## config.mk

```make
export PLATFORM = sky130hd
export DESIGN_NAME = ftuc_unit
export DESIGN_NICKNAME = d
export VERILOG_FILES = /design/src/ftuc_pkg.sv /design/src/ftuc_convert.sv /design/src/ftuc_unit.sv
export SDC_FILE = /design/constraint.sdc
export NUM_CORES = 1
export LEC_CHECK = 0
export ABC_AREA = 1
export BUFFER_PORTS_ARGS = -buffer_cell sky130_fd_sc_hd__buf_2
export CAP_MARGIN = 20
export CORE_UTILIZATION = 45
export CTS_CLUSTER_SIZE = 24
export DETAILED_ROUTE_END_ITERATION = 8
export PLACE_DENSITY = 0.65
export SLEW_MARGIN = 20
export SYNTH_ARGS = -nofsm -noshare
export SYNTH_HDL_FRONTEND = slang
export SYNTH_SLANG_ARGS = --single-unit
```

## constraint.sdc

```tcl
create_clock -name mclk_in -period 11.3 [get_ports mclk_in]
set_input_delay 1.13 -clock mclk_in [delete_from_list [all_inputs] [get_ports mclk_in]]
set_output_delay 1.13 -clock mclk_in [all_outputs]
set_load 0.005 [all_outputs]
```

## src/ftuc_pkg.sv

```systemverilog
// Package for the float-to-unsigned conversion slice: opcodes, status word layout,
// register offsets, reset values and the carrier structs.
// Assumes a 32-bit AXI4-Lite register bus and a 128-entry core register file.
package ftuc_pkg;

   localparam int NSLOT = 2;
   localparam int DATA_W = 32;
   localparam int FLAG_W = 6;
   localparam int DEST_W = 7;

   // Issue slots that carry the unit
   localparam logic [2:0] SLOT_NUM_A = 3'h1;
   localparam logic [2:0] SLOT_NUM_B = 3'h4;

   // Operation codes
   localparam logic [7:0] OP_CONV_ROUND = 8'h7b;
   localparam logic [7:0] OP_CONV_FLAGS = 8'h7c;
   localparam logic [7:0] OP_CONV_TRUNC = 8'h7d;

   // Exception flag bit positions, shared by the status word and the flags vector
   localparam int FLG_OVF_BIT = 0;
   localparam int FLG_INX_BIT = 1;
   localparam int FLG_UNF_BIT = 2;
   localparam int FLG_DBZ_BIT = 3;
   localparam int FLG_INV_BIT = 4;
   localparam int FLG_IFZ_BIT = 5;

   // Rounding modes
   localparam logic [1:0] RM_NEAREST = 2'h0;
   localparam logic [1:0] RM_ZERO = 2'h1;
   localparam logic [1:0] RM_POS_INF = 2'h2;
   localparam logic [1:0] RM_NEG_INF = 2'h3;

   // Status word fields
   localparam int PSW_RM_LSB = 8;
   localparam logic [31:0] PSW_WR_MASK = 32'h0000033f;
   localparam logic [31:0] PSW_RESET = 32'h00000000;

   // Register byte offsets
   localparam logic [3:0] OFS_PSW = 4'h0;
   localparam logic [3:0] OFS_IRQ_STATUS = 4'h4;
   localparam logic [3:0] OFS_IRQ_MASK = 4'h8;
   localparam int ADDR_W = 4;
   localparam logic [FLAG_W-1:0] IRQ_RESET = 6'h00;

   localparam logic [1:0] RESP_OKAY = 2'h0;
   localparam logic [1:0] RESP_SLVERR = 2'h2;

   // Single-precision fields
   localparam logic [7:0] EXP_SPECIAL = 8'hff;
   localparam logic [7:0] EXP_UNIT = 8'd150;
   localparam logic [7:0] EXP_TOO_BIG = 8'd159;
   localparam logic [5:0] SHIFT_CAP = 6'd33;
   localparam logic [31:0] UINT_MAX = 32'hffffffff;

   typedef struct packed {
      logic valid;
      logic [7:0] opcode;
      logic [DATA_W-1:0] src;
      logic guard_en;
      logic [DATA_W-1:0] guard;
      logic [DEST_W-1:0] dest;
   } ftuc_issue_t;

   typedef struct packed {
      logic live;
      logic flags_only;
      logic [1:0] rmode;
      logic [DEST_W-1:0] dest;
      logic [DATA_W-1:0] src;
   } ftuc_s1_t;

   typedef struct packed {
      logic live;
      logic flags_only;
      logic [DEST_W-1:0] dest;
      logic [DATA_W-1:0] value;
      logic [FLAG_W-1:0] flags;
   } ftuc_s2_t;

   typedef struct packed {
      logic wr;
      logic [DEST_W-1:0] dest;
      logic [DATA_W-1:0] data;
   } ftuc_result_t;

endpackage : ftuc_pkg

```

## src/ftuc_convert.sv

```systemverilog
// Combinational single-precision to unsigned 32-bit converter with exception flags.
// Assumes the caller supplies the rounding mode, forcing toward-zero for truncation.
`timescale 1ns/1ps
module ftuc_convert (
   input wire logic [31:0] src_in,
   input wire logic [1:0] rmode_in,
   output logic [31:0] value_out,
   output logic [5:0] flags_out
);
   logic sign;
   logic [7:0] expo;
   logic [22:0] frac;
   logic [23:0] sig;
   logic [7:0] rdiff;
   logic [5:0] shamt;
   logic [56:0] wide;
   logic [31:0] lval;
   logic [3:0] lsh;
   logic rbit;
   logic stk;
   logic inexact;
   logic inc;
   logic [31:0] mag;

   always_comb begin
      sign = src_in[31];
      expo = src_in[30:23];
      frac = src_in[22:0];
      sig = {1'b1, frac};
      rdiff = ftuc_pkg::EXP_UNIT - expo;
      shamt = (rdiff > 8'(ftuc_pkg::SHIFT_CAP)) ? ftuc_pkg::SHIFT_CAP : rdiff[5:0];
      wide = {sig, 33'h0} >> shamt;
      rbit = wide[32];
      stk = |wide[31:0];
      // Left shift reaches 8 for the top binade below 2^32
      lsh = 4'(expo - ftuc_pkg::EXP_UNIT);
      lval = {8'h00, sig} << lsh;
      inc = 1'b0;
      case (rmode_in)
         ftuc_pkg::RM_NEAREST: inc = rbit & (stk | wide[33]);
         ftuc_pkg::RM_POS_INF: inc = (rbit | stk) & ~sign;
         ftuc_pkg::RM_NEG_INF: inc = (rbit | stk) & sign;
         default: inc = 1'b0;
      endcase
      if (expo >= ftuc_pkg::EXP_UNIT) begin
         mag = lval;
         inexact = 1'b0;
      end else begin
         mag = {8'h00, wide[56:33]} + {31'h0, inc};
         inexact = rbit | stk;
      end
      value_out = 32'h0;
      flags_out = 6'h00;
      if (expo == 8'h00) begin
         // Denormals are flushed: convert zero instead
         flags_out[ftuc_pkg::FLG_IFZ_BIT] = (frac != 23'h0);
      end else if (expo == ftuc_pkg::EXP_SPECIAL && frac != 23'h0) begin
         flags_out[ftuc_pkg::FLG_INV_BIT] = 1'b1;
      end else if (expo >= ftuc_pkg::EXP_TOO_BIG) begin
         // Infinity and out-of-range magnitudes saturate or give zero
         value_out = sign ? 32'h0 : ftuc_pkg::UINT_MAX;
         flags_out[ftuc_pkg::FLG_INV_BIT] = 1'b1;
      end else if (sign) begin
         // Negatives rounding to a non-zero magnitude are out of range
         flags_out[ftuc_pkg::FLG_INV_BIT] = (mag != 32'h0);
         flags_out[ftuc_pkg::FLG_INX_BIT] = (mag == 32'h0) & inexact;
      end else begin
         value_out = mag;
         flags_out[ftuc_pkg::FLG_INX_BIT] = inexact;
      end
   end

endmodule : ftuc_convert

```

## src/ftuc_unit.sv

```systemverilog
// Float-to-unsigned conversion slice of the floating-point ALU: two issue slots,
// three-cycle pipeline, sticky exception flags in the status word, AXI4-Lite registers.
// Assumes the issue logic presents one operation per slot per cycle, synchronous to mclk_in.
//
// Decided for this implementation: the address map and register access over AXI4-Lite.
`timescale 1ns/1ps
module ftuc_unit (
   input wire logic mclk_in,
   input wire logic rst_n_in,
   input ftuc_pkg::ftuc_issue_t [ftuc_pkg::NSLOT-1:0] issue_in,
   output ftuc_pkg::ftuc_result_t [ftuc_pkg::NSLOT-1:0] result_out,
   input wire logic ext_flag_valid_in,
   input wire logic [ftuc_pkg::FLAG_W-1:0] ext_flags_in,
   output logic [31:0] processor_status_word_out,
   output logic irq_out,
   input wire logic [ftuc_pkg::ADDR_W-1:0] s_axi_awaddr_in,
   input wire logic s_axi_awvalid_in,
   output logic s_axi_awready_out,
   input wire logic [31:0] s_axi_wdata_in,
   input wire logic [3:0] s_axi_wstrb_in,
   input wire logic s_axi_wvalid_in,
   output logic s_axi_wready_out,
   output logic [1:0] s_axi_bresp_out,
   output logic s_axi_bvalid_out,
   input wire logic s_axi_bready_in,
   input wire logic [ftuc_pkg::ADDR_W-1:0] s_axi_araddr_in,
   input wire logic s_axi_arvalid_in,
   output logic s_axi_arready_out,
   output logic [31:0] s_axi_rdata_out,
   output logic [1:0] s_axi_rresp_out,
   output logic s_axi_rvalid_out,
   input wire logic s_axi_rready_in
);

   ftuc_pkg::ftuc_s1_t [ftuc_pkg::NSLOT-1:0] s1_ff;
   ftuc_pkg::ftuc_s1_t [ftuc_pkg::NSLOT-1:0] nxt_s1;
   ftuc_pkg::ftuc_s2_t [ftuc_pkg::NSLOT-1:0] s2_ff;
   ftuc_pkg::ftuc_s2_t [ftuc_pkg::NSLOT-1:0] nxt_s2;
   ftuc_pkg::ftuc_result_t [ftuc_pkg::NSLOT-1:0] res_ff;
   ftuc_pkg::ftuc_result_t [ftuc_pkg::NSLOT-1:0] nxt_res;
   logic [ftuc_pkg::NSLOT-1:0][ftuc_pkg::FLAG_W-1:0] slot_set;
   logic [ftuc_pkg::FLAG_W-1:0] conv_set;
   logic [ftuc_pkg::FLAG_W-1:0] all_set;

   logic [31:0] psw_ff;
   logic [31:0] nxt_psw;
   logic [ftuc_pkg::FLAG_W-1:0] irq_stat_ff;
   logic [ftuc_pkg::FLAG_W-1:0] nxt_irq_stat;
   logic [ftuc_pkg::FLAG_W-1:0] irq_mask_ff;
   logic [ftuc_pkg::FLAG_W-1:0] nxt_irq_mask;

   logic aw_ff;
   logic nxt_aw;
   logic [ftuc_pkg::ADDR_W-1:0] awaddr_ff;
   logic [ftuc_pkg::ADDR_W-1:0] nxt_awaddr;
   logic w_ff;
   logic nxt_w;
   logic [31:0] wdata_ff;
   logic [31:0] nxt_wdata;
   logic [3:0] wstrb_ff;
   logic [3:0] nxt_wstrb;
   logic bvalid_ff;
   logic nxt_bvalid;
   logic [1:0] bresp_ff;
   logic [1:0] nxt_bresp;
   logic rvalid_ff;
   logic nxt_rvalid;
   logic [31:0] rdata_ff;
   logic [31:0] nxt_rdata;
   logic [1:0] rresp_ff;
   logic [1:0] nxt_rresp;
   logic wr_fire;
   logic [31:0] wmask;
   logic [31:0] wval;

   // Per-slot three-stage pipeline: issue capture, convert, retire
   genvar g;
   generate
      for (g = 0; g < ftuc_pkg::NSLOT; g++) begin : g_slot
         logic [31:0] conv_value;
         logic [ftuc_pkg::FLAG_W-1:0] conv_flags;
         logic known_op;

         ftuc_convert u_convert (
            .src_in(s1_ff[g].src),
            .rmode_in(s1_ff[g].rmode),
            .value_out(conv_value),
            .flags_out(conv_flags)
         );

         always_comb begin
            known_op = (issue_in[g].opcode == ftuc_pkg::OP_CONV_ROUND) ||
                       (issue_in[g].opcode == ftuc_pkg::OP_CONV_FLAGS) ||
                       (issue_in[g].opcode == ftuc_pkg::OP_CONV_TRUNC);
            nxt_s1[g].live = issue_in[g].valid & known_op &
                             (~issue_in[g].guard_en | issue_in[g].guard[0]);
            nxt_s1[g].flags_only = (issue_in[g].opcode == ftuc_pkg::OP_CONV_FLAGS);
            if (issue_in[g].opcode == ftuc_pkg::OP_CONV_TRUNC) begin
               nxt_s1[g].rmode = ftuc_pkg::RM_ZERO;
            end else begin
               nxt_s1[g].rmode = psw_ff[ftuc_pkg::PSW_RM_LSB +: 2];
            end
            nxt_s1[g].dest = issue_in[g].dest;
            nxt_s1[g].src = issue_in[g].src;

            nxt_s2[g].live = s1_ff[g].live;
            nxt_s2[g].flags_only = s1_ff[g].flags_only;
            nxt_s2[g].dest = s1_ff[g].dest;
            nxt_s2[g].value = conv_value;
            nxt_s2[g].flags = conv_flags;

            nxt_res[g].wr = s2_ff[g].live;
            nxt_res[g].dest = s2_ff[g].dest;
            if (s2_ff[g].flags_only) begin
               nxt_res[g].data = {26'h0, s2_ff[g].flags};
            end else begin
               nxt_res[g].data = s2_ff[g].value;
            end
            // Flags-only operations report but never touch the status word
            if (s2_ff[g].live && !s2_ff[g].flags_only) begin
               slot_set[g] = s2_ff[g].flags;
            end else begin
               slot_set[g] = '0;
            end
         end

         always_ff @(posedge mclk_in or negedge rst_n_in) begin
            if (!rst_n_in) begin
               s1_ff[g] <= '0;
               s2_ff[g] <= '0;
               res_ff[g] <= '0;
            end else begin
               s1_ff[g] <= nxt_s1[g];
               s2_ff[g] <= nxt_s2[g];
               res_ff[g] <= nxt_res[g];
            end
         end
      end
   endgenerate

   assign result_out = res_ff;

   // Status word, interrupt status and mask
   always_comb begin
      conv_set = '0;
      for (int i = 0; i < ftuc_pkg::NSLOT; i++) begin
         conv_set = conv_set | slot_set[i];
      end
      all_set = conv_set | (ext_flag_valid_in ? ext_flags_in : '0);
      wmask = {{8{wstrb_ff[3]}}, {8{wstrb_ff[2]}}, {8{wstrb_ff[1]}}, {8{wstrb_ff[0]}}};
      wval = wdata_ff & wmask;
      nxt_psw = psw_ff;
      nxt_irq_stat = irq_stat_ff;
      nxt_irq_mask = irq_mask_ff;
      if (wr_fire && awaddr_ff == ftuc_pkg::OFS_PSW) begin
         // Explicit status word write is the only way to clear flags
         nxt_psw = ((psw_ff & ~wmask) | wval) & ftuc_pkg::PSW_WR_MASK;
      end
      if (wr_fire && awaddr_ff == ftuc_pkg::OFS_IRQ_STATUS) begin
         nxt_irq_stat = irq_stat_ff & ~wval[ftuc_pkg::FLAG_W-1:0];
      end
      if (wr_fire && awaddr_ff == ftuc_pkg::OFS_IRQ_MASK) begin
         nxt_irq_mask = (irq_mask_ff & ~wmask[ftuc_pkg::FLAG_W-1:0]) |
                        wval[ftuc_pkg::FLAG_W-1:0];
      end
      // Sets land with the destination write and win over a clear
      nxt_psw[ftuc_pkg::FLAG_W-1:0] = nxt_psw[ftuc_pkg::FLAG_W-1:0] | all_set;
      nxt_irq_stat = nxt_irq_stat | conv_set;
   end

   always_ff @(posedge mclk_in or negedge rst_n_in) begin
      if (!rst_n_in) begin
         psw_ff <= ftuc_pkg::PSW_RESET;
         irq_stat_ff <= ftuc_pkg::IRQ_RESET;
         irq_mask_ff <= ftuc_pkg::IRQ_RESET;
      end else begin
         psw_ff <= nxt_psw;
         irq_stat_ff <= nxt_irq_stat;
         irq_mask_ff <= nxt_irq_mask;
      end
   end

   assign processor_status_word_out = psw_ff;
   assign irq_out = |(irq_stat_ff & irq_mask_ff);

   // AXI4-Lite slave: address and data captured in either order, then written
   assign s_axi_awready_out = ~aw_ff & ~bvalid_ff;
   assign s_axi_wready_out = ~w_ff & ~bvalid_ff;
   assign s_axi_arready_out = ~rvalid_ff;
   assign wr_fire = aw_ff & w_ff & ~bvalid_ff;

   always_comb begin
      nxt_aw = aw_ff;
      nxt_awaddr = awaddr_ff;
      nxt_w = w_ff;
      nxt_wdata = wdata_ff;
      nxt_wstrb = wstrb_ff;
      nxt_bvalid = bvalid_ff;
      nxt_bresp = bresp_ff;
      if (s_axi_awvalid_in && s_axi_awready_out) begin
         nxt_aw = 1'b1;
         nxt_awaddr = {s_axi_awaddr_in[ftuc_pkg::ADDR_W-1:2], 2'h0};
      end
      if (s_axi_wvalid_in && s_axi_wready_out) begin
         nxt_w = 1'b1;
         nxt_wdata = s_axi_wdata_in;
         nxt_wstrb = s_axi_wstrb_in;
      end
      if (wr_fire) begin
         nxt_aw = 1'b0;
         nxt_w = 1'b0;
         nxt_bvalid = 1'b1;
         case (awaddr_ff)
            ftuc_pkg::OFS_PSW, ftuc_pkg::OFS_IRQ_STATUS, ftuc_pkg::OFS_IRQ_MASK: begin
               nxt_bresp = ftuc_pkg::RESP_OKAY;
            end
            default: nxt_bresp = ftuc_pkg::RESP_SLVERR;
         endcase
      end else if (bvalid_ff && s_axi_bready_in) begin
         nxt_bvalid = 1'b0;
      end
   end

   always_comb begin
      nxt_rvalid = rvalid_ff;
      nxt_rdata = rdata_ff;
      nxt_rresp = rresp_ff;
      if (s_axi_arvalid_in && s_axi_arready_out) begin
         nxt_rvalid = 1'b1;
         nxt_rresp = ftuc_pkg::RESP_OKAY;
         case ({s_axi_araddr_in[ftuc_pkg::ADDR_W-1:2], 2'h0})
            ftuc_pkg::OFS_PSW: nxt_rdata = psw_ff;
            ftuc_pkg::OFS_IRQ_STATUS: nxt_rdata = {26'h0, irq_stat_ff};
            ftuc_pkg::OFS_IRQ_MASK: nxt_rdata = {26'h0, irq_mask_ff};
            default: begin
               nxt_rdata = 32'h0;
               nxt_rresp = ftuc_pkg::RESP_SLVERR;
            end
         endcase
      end else if (rvalid_ff && s_axi_rready_in) begin
         nxt_rvalid = 1'b0;
      end
   end

   always_ff @(posedge mclk_in or negedge rst_n_in) begin
      if (!rst_n_in) begin
         aw_ff <= 1'b0;
         awaddr_ff <= '0;
         w_ff <= 1'b0;
         wdata_ff <= 32'h0;
         wstrb_ff <= 4'h0;
         bvalid_ff <= 1'b0;
         bresp_ff <= ftuc_pkg::RESP_OKAY;
         rvalid_ff <= 1'b0;
         rdata_ff <= 32'h0;
         rresp_ff <= ftuc_pkg::RESP_OKAY;
      end else begin
         aw_ff <= nxt_aw;
         awaddr_ff <= nxt_awaddr;
         w_ff <= nxt_w;
         wdata_ff <= nxt_wdata;
         wstrb_ff <= nxt_wstrb;
         bvalid_ff <= nxt_bvalid;
         bresp_ff <= nxt_bresp;
         rvalid_ff <= nxt_rvalid;
         rdata_ff <= nxt_rdata;
         rresp_ff <= nxt_rresp;
      end
   end

   assign s_axi_bvalid_out = bvalid_ff;
   assign s_axi_bresp_out = bresp_ff;
   assign s_axi_rvalid_out = rvalid_ff;
   assign s_axi_rdata_out = rdata_ff;
   assign s_axi_rresp_out = rresp_ff;

endmodule : ftuc_unit

```

==> impl_results.html <==
<table>
<tr><th>Metric</th><th>Value</th></tr>
<tr><th colspan="2">Run status</th></tr>
<tr><td>Outcome</td><td>complete, no violations</td></tr>
<tr><th colspan="2">Timing</th></tr>
<tr><td>Final Hold Slack</td><td>0.341 ns</td></tr>
<tr><td>FMAX</td><td>134 MHz</td></tr>
<tr><td>Total negative setup slack</td><td>0 ns</td></tr>
<tr><td>Total count of max-transition violations in the final report</td><td>0</td></tr>
<tr><td>Transition at the pin with the smallest max-transition slack</td><td>0.932 ns</td></tr>
<tr><td>Endpoints failing hold</td><td>0</td></tr>
<tr><td>Clock skew after layout</td><td>0.0167 ns</td></tr>
<tr><td>Worst slew slack as a fraction of its limit</td><td>0.379</td></tr>
<tr><td>Unrepaired setup endpoints after global routing</td><td>no</td></tr>
<tr><td>Fin crit share</td><td>0.661</td></tr>
<tr><td>Clock period minus worst slack</td><td>7.47 ns</td></tr>
<tr><td>Setup-violating endpoint count in the final report</td><td>0</td></tr>
<tr><th colspan="2">Setup path</th></tr>
<tr><td>Crit path DAT</td><td>7.98 ns</td></tr>
<tr><td>Worst Setup Start Kind</td><td>register</td></tr>
<tr><td>Critical path endpoint category</td><td>register</td></tr>
<tr><td>Setup slack of the worst register-to-register path</td><td>3.83 ns</td></tr>
<tr><td>Reg2Reg Depth</td><td>37</td></tr>
<tr><td>Start of the worst register-to-register path</td><td>s1_ff[24]</td></tr>
<tr><td>Worst path bufs/invs</td><td>5</td></tr>
<tr><td>Reg-to-reg critical path endpoint</td><td>s2_ff[1]</td></tr>
<tr><td>Critical Path Most Common Cell</td><td>nand2_1</td></tr>
<tr><td>Critical Setup Path Class</td><td>register to register</td></tr>
<tr><td>Delay of the slowest cell on the worst path</td><td>0.87 ns</td></tr>
<tr><td>Worst path required time</td><td>between 10 and 15 ns</td></tr>
<tr><td>Worst path top cell family by delay</td><td>simple AND/OR/NAND/NOR gates</td></tr>
<tr><td>Slowest cell on the critical path</td><td>clkinv_1</td></tr>
<tr><td>Worst Path Max Fanout</td><td>33</td></tr>
<tr><th colspan="2">Clock network</th></tr>
<tr><td>Clock tree buffer depth</td><td>3</td></tr>
<tr><td>Post-cts repair resize count</td><td>0</td></tr>
<tr><td>Insertion delay to the later sink of the worst-skew pair</td><td>a little under 0.6 ns</td></tr>
<tr><td>Buffer count from post-CTS setup fixing</td><td>0</td></tr>
<tr><td>Number of CTS-inserted buffers</td><td>30</td></tr>
<tr><td>Clock transition at the register clock pins on the worst setup and hold paths after CTS</td><td>0.06 ns</td></tr>
<tr><td>Hold bufs inserted after CTS</td><td>0</td></tr>
<tr><td>CTS tree</td><td>yes</td></tr>
<tr><td>H-tree depth reported by CTS</td><td>1</td></tr>
<tr><td>Number of clock sinks seen by CTS</td><td>300</td></tr>
<tr><td>CTS Root Cell</td><td>clkbuf_16</td></tr>
<tr><th colspan="2">Cells and area</th></tr>
<tr><td>Layout overhead on the synthesized area</td><td>11.3%</td></tr>
<tr><td>Post-Route Utilization</td><td>0.509</td></tr>
<tr><td>Layout Nets</td><td>3091</td></tr>
<tr><td>Layout cells sized above 1</td><td>0.150</td></tr>
<tr><td>Area taken by flip-flops and latches</td><td>7510 um^2</td></tr>
<tr><td>Most common library cell in the layout ignoring fill and taps</td><td>nand2_1</td></tr>
<tr><td>Total area of multi-input combinational cells</td><td>~9500 um^2</td></tr>
<tr><td>Layout Cells excl Fill</td><td>roughly 3400</td></tr>
<tr><td>Commonest cells after routing, fill and taps aside</td><td>nand2_1 (691), inv_1 (322), nand3_1 (311), dfrtp_1 (300), buf_2 (230)</td></tr>
<tr><td>Fillers</td><td>4225</td></tr>
<tr><td>Final Cell Area</td><td>21300 um^2</td></tr>
<tr><th colspan="2">Drt</th></tr>
<tr><td>Final wirelength</td><td>55.6 mm</td></tr>
<tr><td>DRC violation total after the first TritonRoute iteration</td><td>1625</td></tr>
<tr><td>Wire length per cell after detailed routing</td><td>16.3 um</td></tr>
<tr><td>Count of antenna-violating nets left after detailed routing</td><td>0</td></tr>
<tr><td>Routed via count</td><td>approximately 18000</td></tr>
<tr><td>Average vias per placed instance</td><td>around 5.3</td></tr>
<tr><td>Pre-Repair DR Iteration Count</td><td>5</td></tr>
<tr><td>Post-detailed-route DRC marker count</td><td>0</td></tr>
<tr><th colspan="2">Yosys</th></tr>
<tr><td>Sequential fraction of the synthesis area</td><td>0.392</td></tr>
<tr><td>Number of storage elements in the synthesis netlist</td><td>300</td></tr>
<tr><td>Ys flop type</td><td>dfrtp_1</td></tr>
<tr><td>Share of synthesized registers carrying an async set or reset</td><td>1.00</td></tr>
<tr><td>EDFF count, synth</td><td>0</td></tr>
<tr><td>Dominant cells by area after synthesis</td><td>dfrtp_1 (39%), nand2_1 (14%), nand3_1 (8.1%), inv_1 (6.3%), o21ai_0 (5.6%)</td></tr>
<tr><td>Synth top area share</td><td>0.392</td></tr>
<tr><td>Syn Area/Cell</td><td>about 7 um^2</td></tr>
<tr><td>Yosys warns</td><td>0</td></tr>
<tr><td>Number of instances in the synthesized netlist</td><td>2700</td></tr>
<tr><td>Cell taking the most area after synthesis</td><td>dfrtp_1</td></tr>
<tr><td>Combined area of all synthesized cells</td><td>about 19000 um^2</td></tr>
<tr><td>Distinct cell type count of the synthesized netlist</td><td>61</td></tr>
<tr><th colspan="2">Power and ir drop</th></tr>
<tr><td>Combinational power share</td><td>0.254</td></tr>
<tr><td>VDD IR-drop max</td><td>0.000116 V</td></tr>
<tr><td>Clock group share of total power</td><td>0.327</td></tr>
<tr><td>Cell area power density</td><td>roughly 140 nW/um^2</td></tr>
<tr><td>Static power due to leakage</td><td>11.5 nW</td></tr>
<tr><td>Reg power frac</td><td>0.419</td></tr>
<tr><td>Total internal power</td><td>0.00204 W</td></tr>
<tr><td>Switching power total</td><td>0.00102 W</td></tr>
<tr><td>Proportion of total power due to net switching</td><td>0.333</td></tr>
<tr><th colspan="2">Hold path</th></tr>
<tr><td>Hold Startpoint</td><td>nxt_res[35]</td></tr>
<tr><td>Min-delay worst type</td><td>register to register</td></tr>
<tr><td>Hold Crit Endpoint</td><td>result_out[35]</td></tr>
<tr><td>Count of cells along the worst hold path</td><td>0</td></tr>
<tr><th colspan="2">Global routing</th></tr>
<tr><td>Global-route wire length before repair</td><td>88.9 mm</td></tr>
<tr><td>Number of antenna violations at the first check in global routing</td><td>1</td></tr>
<tr><td>Pin count of the biggest net entering global routing</td><td>89</td></tr>
<tr><td>Grt ovf</td><td>0</td></tr>
<tr><td>Global-route usage over all layers</td><td>0.254</td></tr>
<tr><td>Via count of the first global-routing pass</td><td>16700</td></tr>
<tr><th colspan="2">Placement</th></tr>
<tr><td>Half-perimeter wire length after detailed placement</td><td>44.0 mm</td></tr>
<tr><td>Cell count after placement</td><td>around 3400</td></tr>
<tr><td># port buffers</td><td>231</td></tr>
<tr><td>Final weighted congestion in routability-driven placement</td><td>roughly 0.94</td></tr>
<tr><td>Total cell area at the placement stage</td><td>20300 um^2</td></tr>
<tr><th colspan="2">Floorplanning</th></tr>
<tr><td>Die H</td><td>208 um</td></tr>
<tr><td>Boundary pin count</td><td>roughly 370</td></tr>
<tr><td>Initial cell density of the core</td><td>0.457</td></tr>
<tr><td>Die span in x</td><td>208 um</td></tr>
<tr><td>Row cnt</td><td>75</td></tr>
<tr><td>Placeable core area</td><td>between 40000 and 50000 um^2</td></tr>
<tr><td>Area of the die</td><td>43400 um^2</td></tr>
<tr><th colspan="2">Flow run</th></tr>
<tr><td>Max Cap Viol</td><td>0</td></tr>
</table>
metrics by stage:
stage / setup slack (ns) / power (W)
after floorplan: 6.16 / 0.00180
after global placement: 4.10 / 0.00205
after detailed placement: 3.93 / 0.00206
after CTS: 3.92 / 0.00308
after global routing: 3.09 / 0.00324
final: 3.83 / 0.00305
routing by layer:
layer / wire length, um / vias up / track usage
li1: - / 8961 / -
met1: 25300 / 8389 / 0.353
met2: 25100 / 544 / 0.405
met3: 3180 / 99 / 0.0347
met4: 2000 / 0 / 0.0907
met5: 0 / - / 0
worst max path at each step:
stage	startpoint	endpoint	depth (start not counted)	slack [ns]
2_1_floorplan	s1_ff[66]	s2_ff[48]	39	6.16
3_3_place_gp	s1_ff[24]	s2_ff[1]	37	4.10
3_5_place_dp	s1_ff[24]	s2_ff[1]	37	3.93
4_1_cts	s1_ff[24]	s2_ff[1]	37	3.92
5_1_grt	s1_ff[24]	s2_ff[1]	39	3.09
6_report	s1_ff[24]	s2_ff[1]	37	3.83
synthesized netlist by cell type (4+ instances only):
library cell / number
ha_1: 20
buf_4: 56
a21oi_1: 48
nand2_2: 30
o21bai_1: 4
a22oi_1: 34
nand4_1: 76
o211ai_1: 9
a31oi_1: 14
o21a_1: 4
xnor2_1: 4
o22ai_1: 6
nor2_4: 15
nor4_1: 13
clkbuf_1: 66
o21ai_1: 9
inv_1: 322
o21ai_0: 215
clkinv_1: 5
nor2_8: 4
nor2_1: 220
a32oi_1: 4
nand3_2: 18
nand3_1: 311
buf_1: 10
buf_6: 10
mux2i_1: 29
nand2_4: 7
buf_2: 28
nor2_2: 21
inv_2: 29
o2111ai_1: 4
dfrtp_1: 300
nor3_1: 21
nand2_1: 691
state kept, by name, summed over array words and instances (netlist names), 8 cells and up, named ones only:
signal,count
nxt_res,16
nxt_s2,18
result_out,80
s1_ff,68
s2_ff,72
s_axi_rdata_out,8
wdata_ff,8
cell type report:
class / count / area share
sequential: 300 / 0.352
clock buffer: 43 / 0.0412
antenna: 1 / 0.000117
multi-input combinational: 1919 / 0.447
inverter: 359 / 0.0635
tap: 539 / 0.0316
timing repair buffer: 241 / 0.0583
clock inverter: 11 / 0.00686
power by group through the flow:
stage	logic (W)	registers [W]	clock network, W
after floorplan	0.000521	0.00128	0
after global placement	0.000758	0.00129	0
after detailed placement	0.000767	0.00130	0
after CTS	0.000772	0.00128	0.00103
after global routing	0.000873	0.00130	0.00107
final	0.000774	0.00128	0.000998
cell families after synthesis:
logic type / count (synthesis) / synth area share
fa+ha+maj: 20 / 0.0131
mux: 31 / 0.0163
xor+xnor: 6 / 0.00274
flops: 300 / 0.392
buf+inv: 530 / 0.121
compound gates: 367 / 0.108
simple gates: 1445 / 0.346
other cells: 1 / 0.000196
No activity file was read; power rests on OpenSTA's default activity.
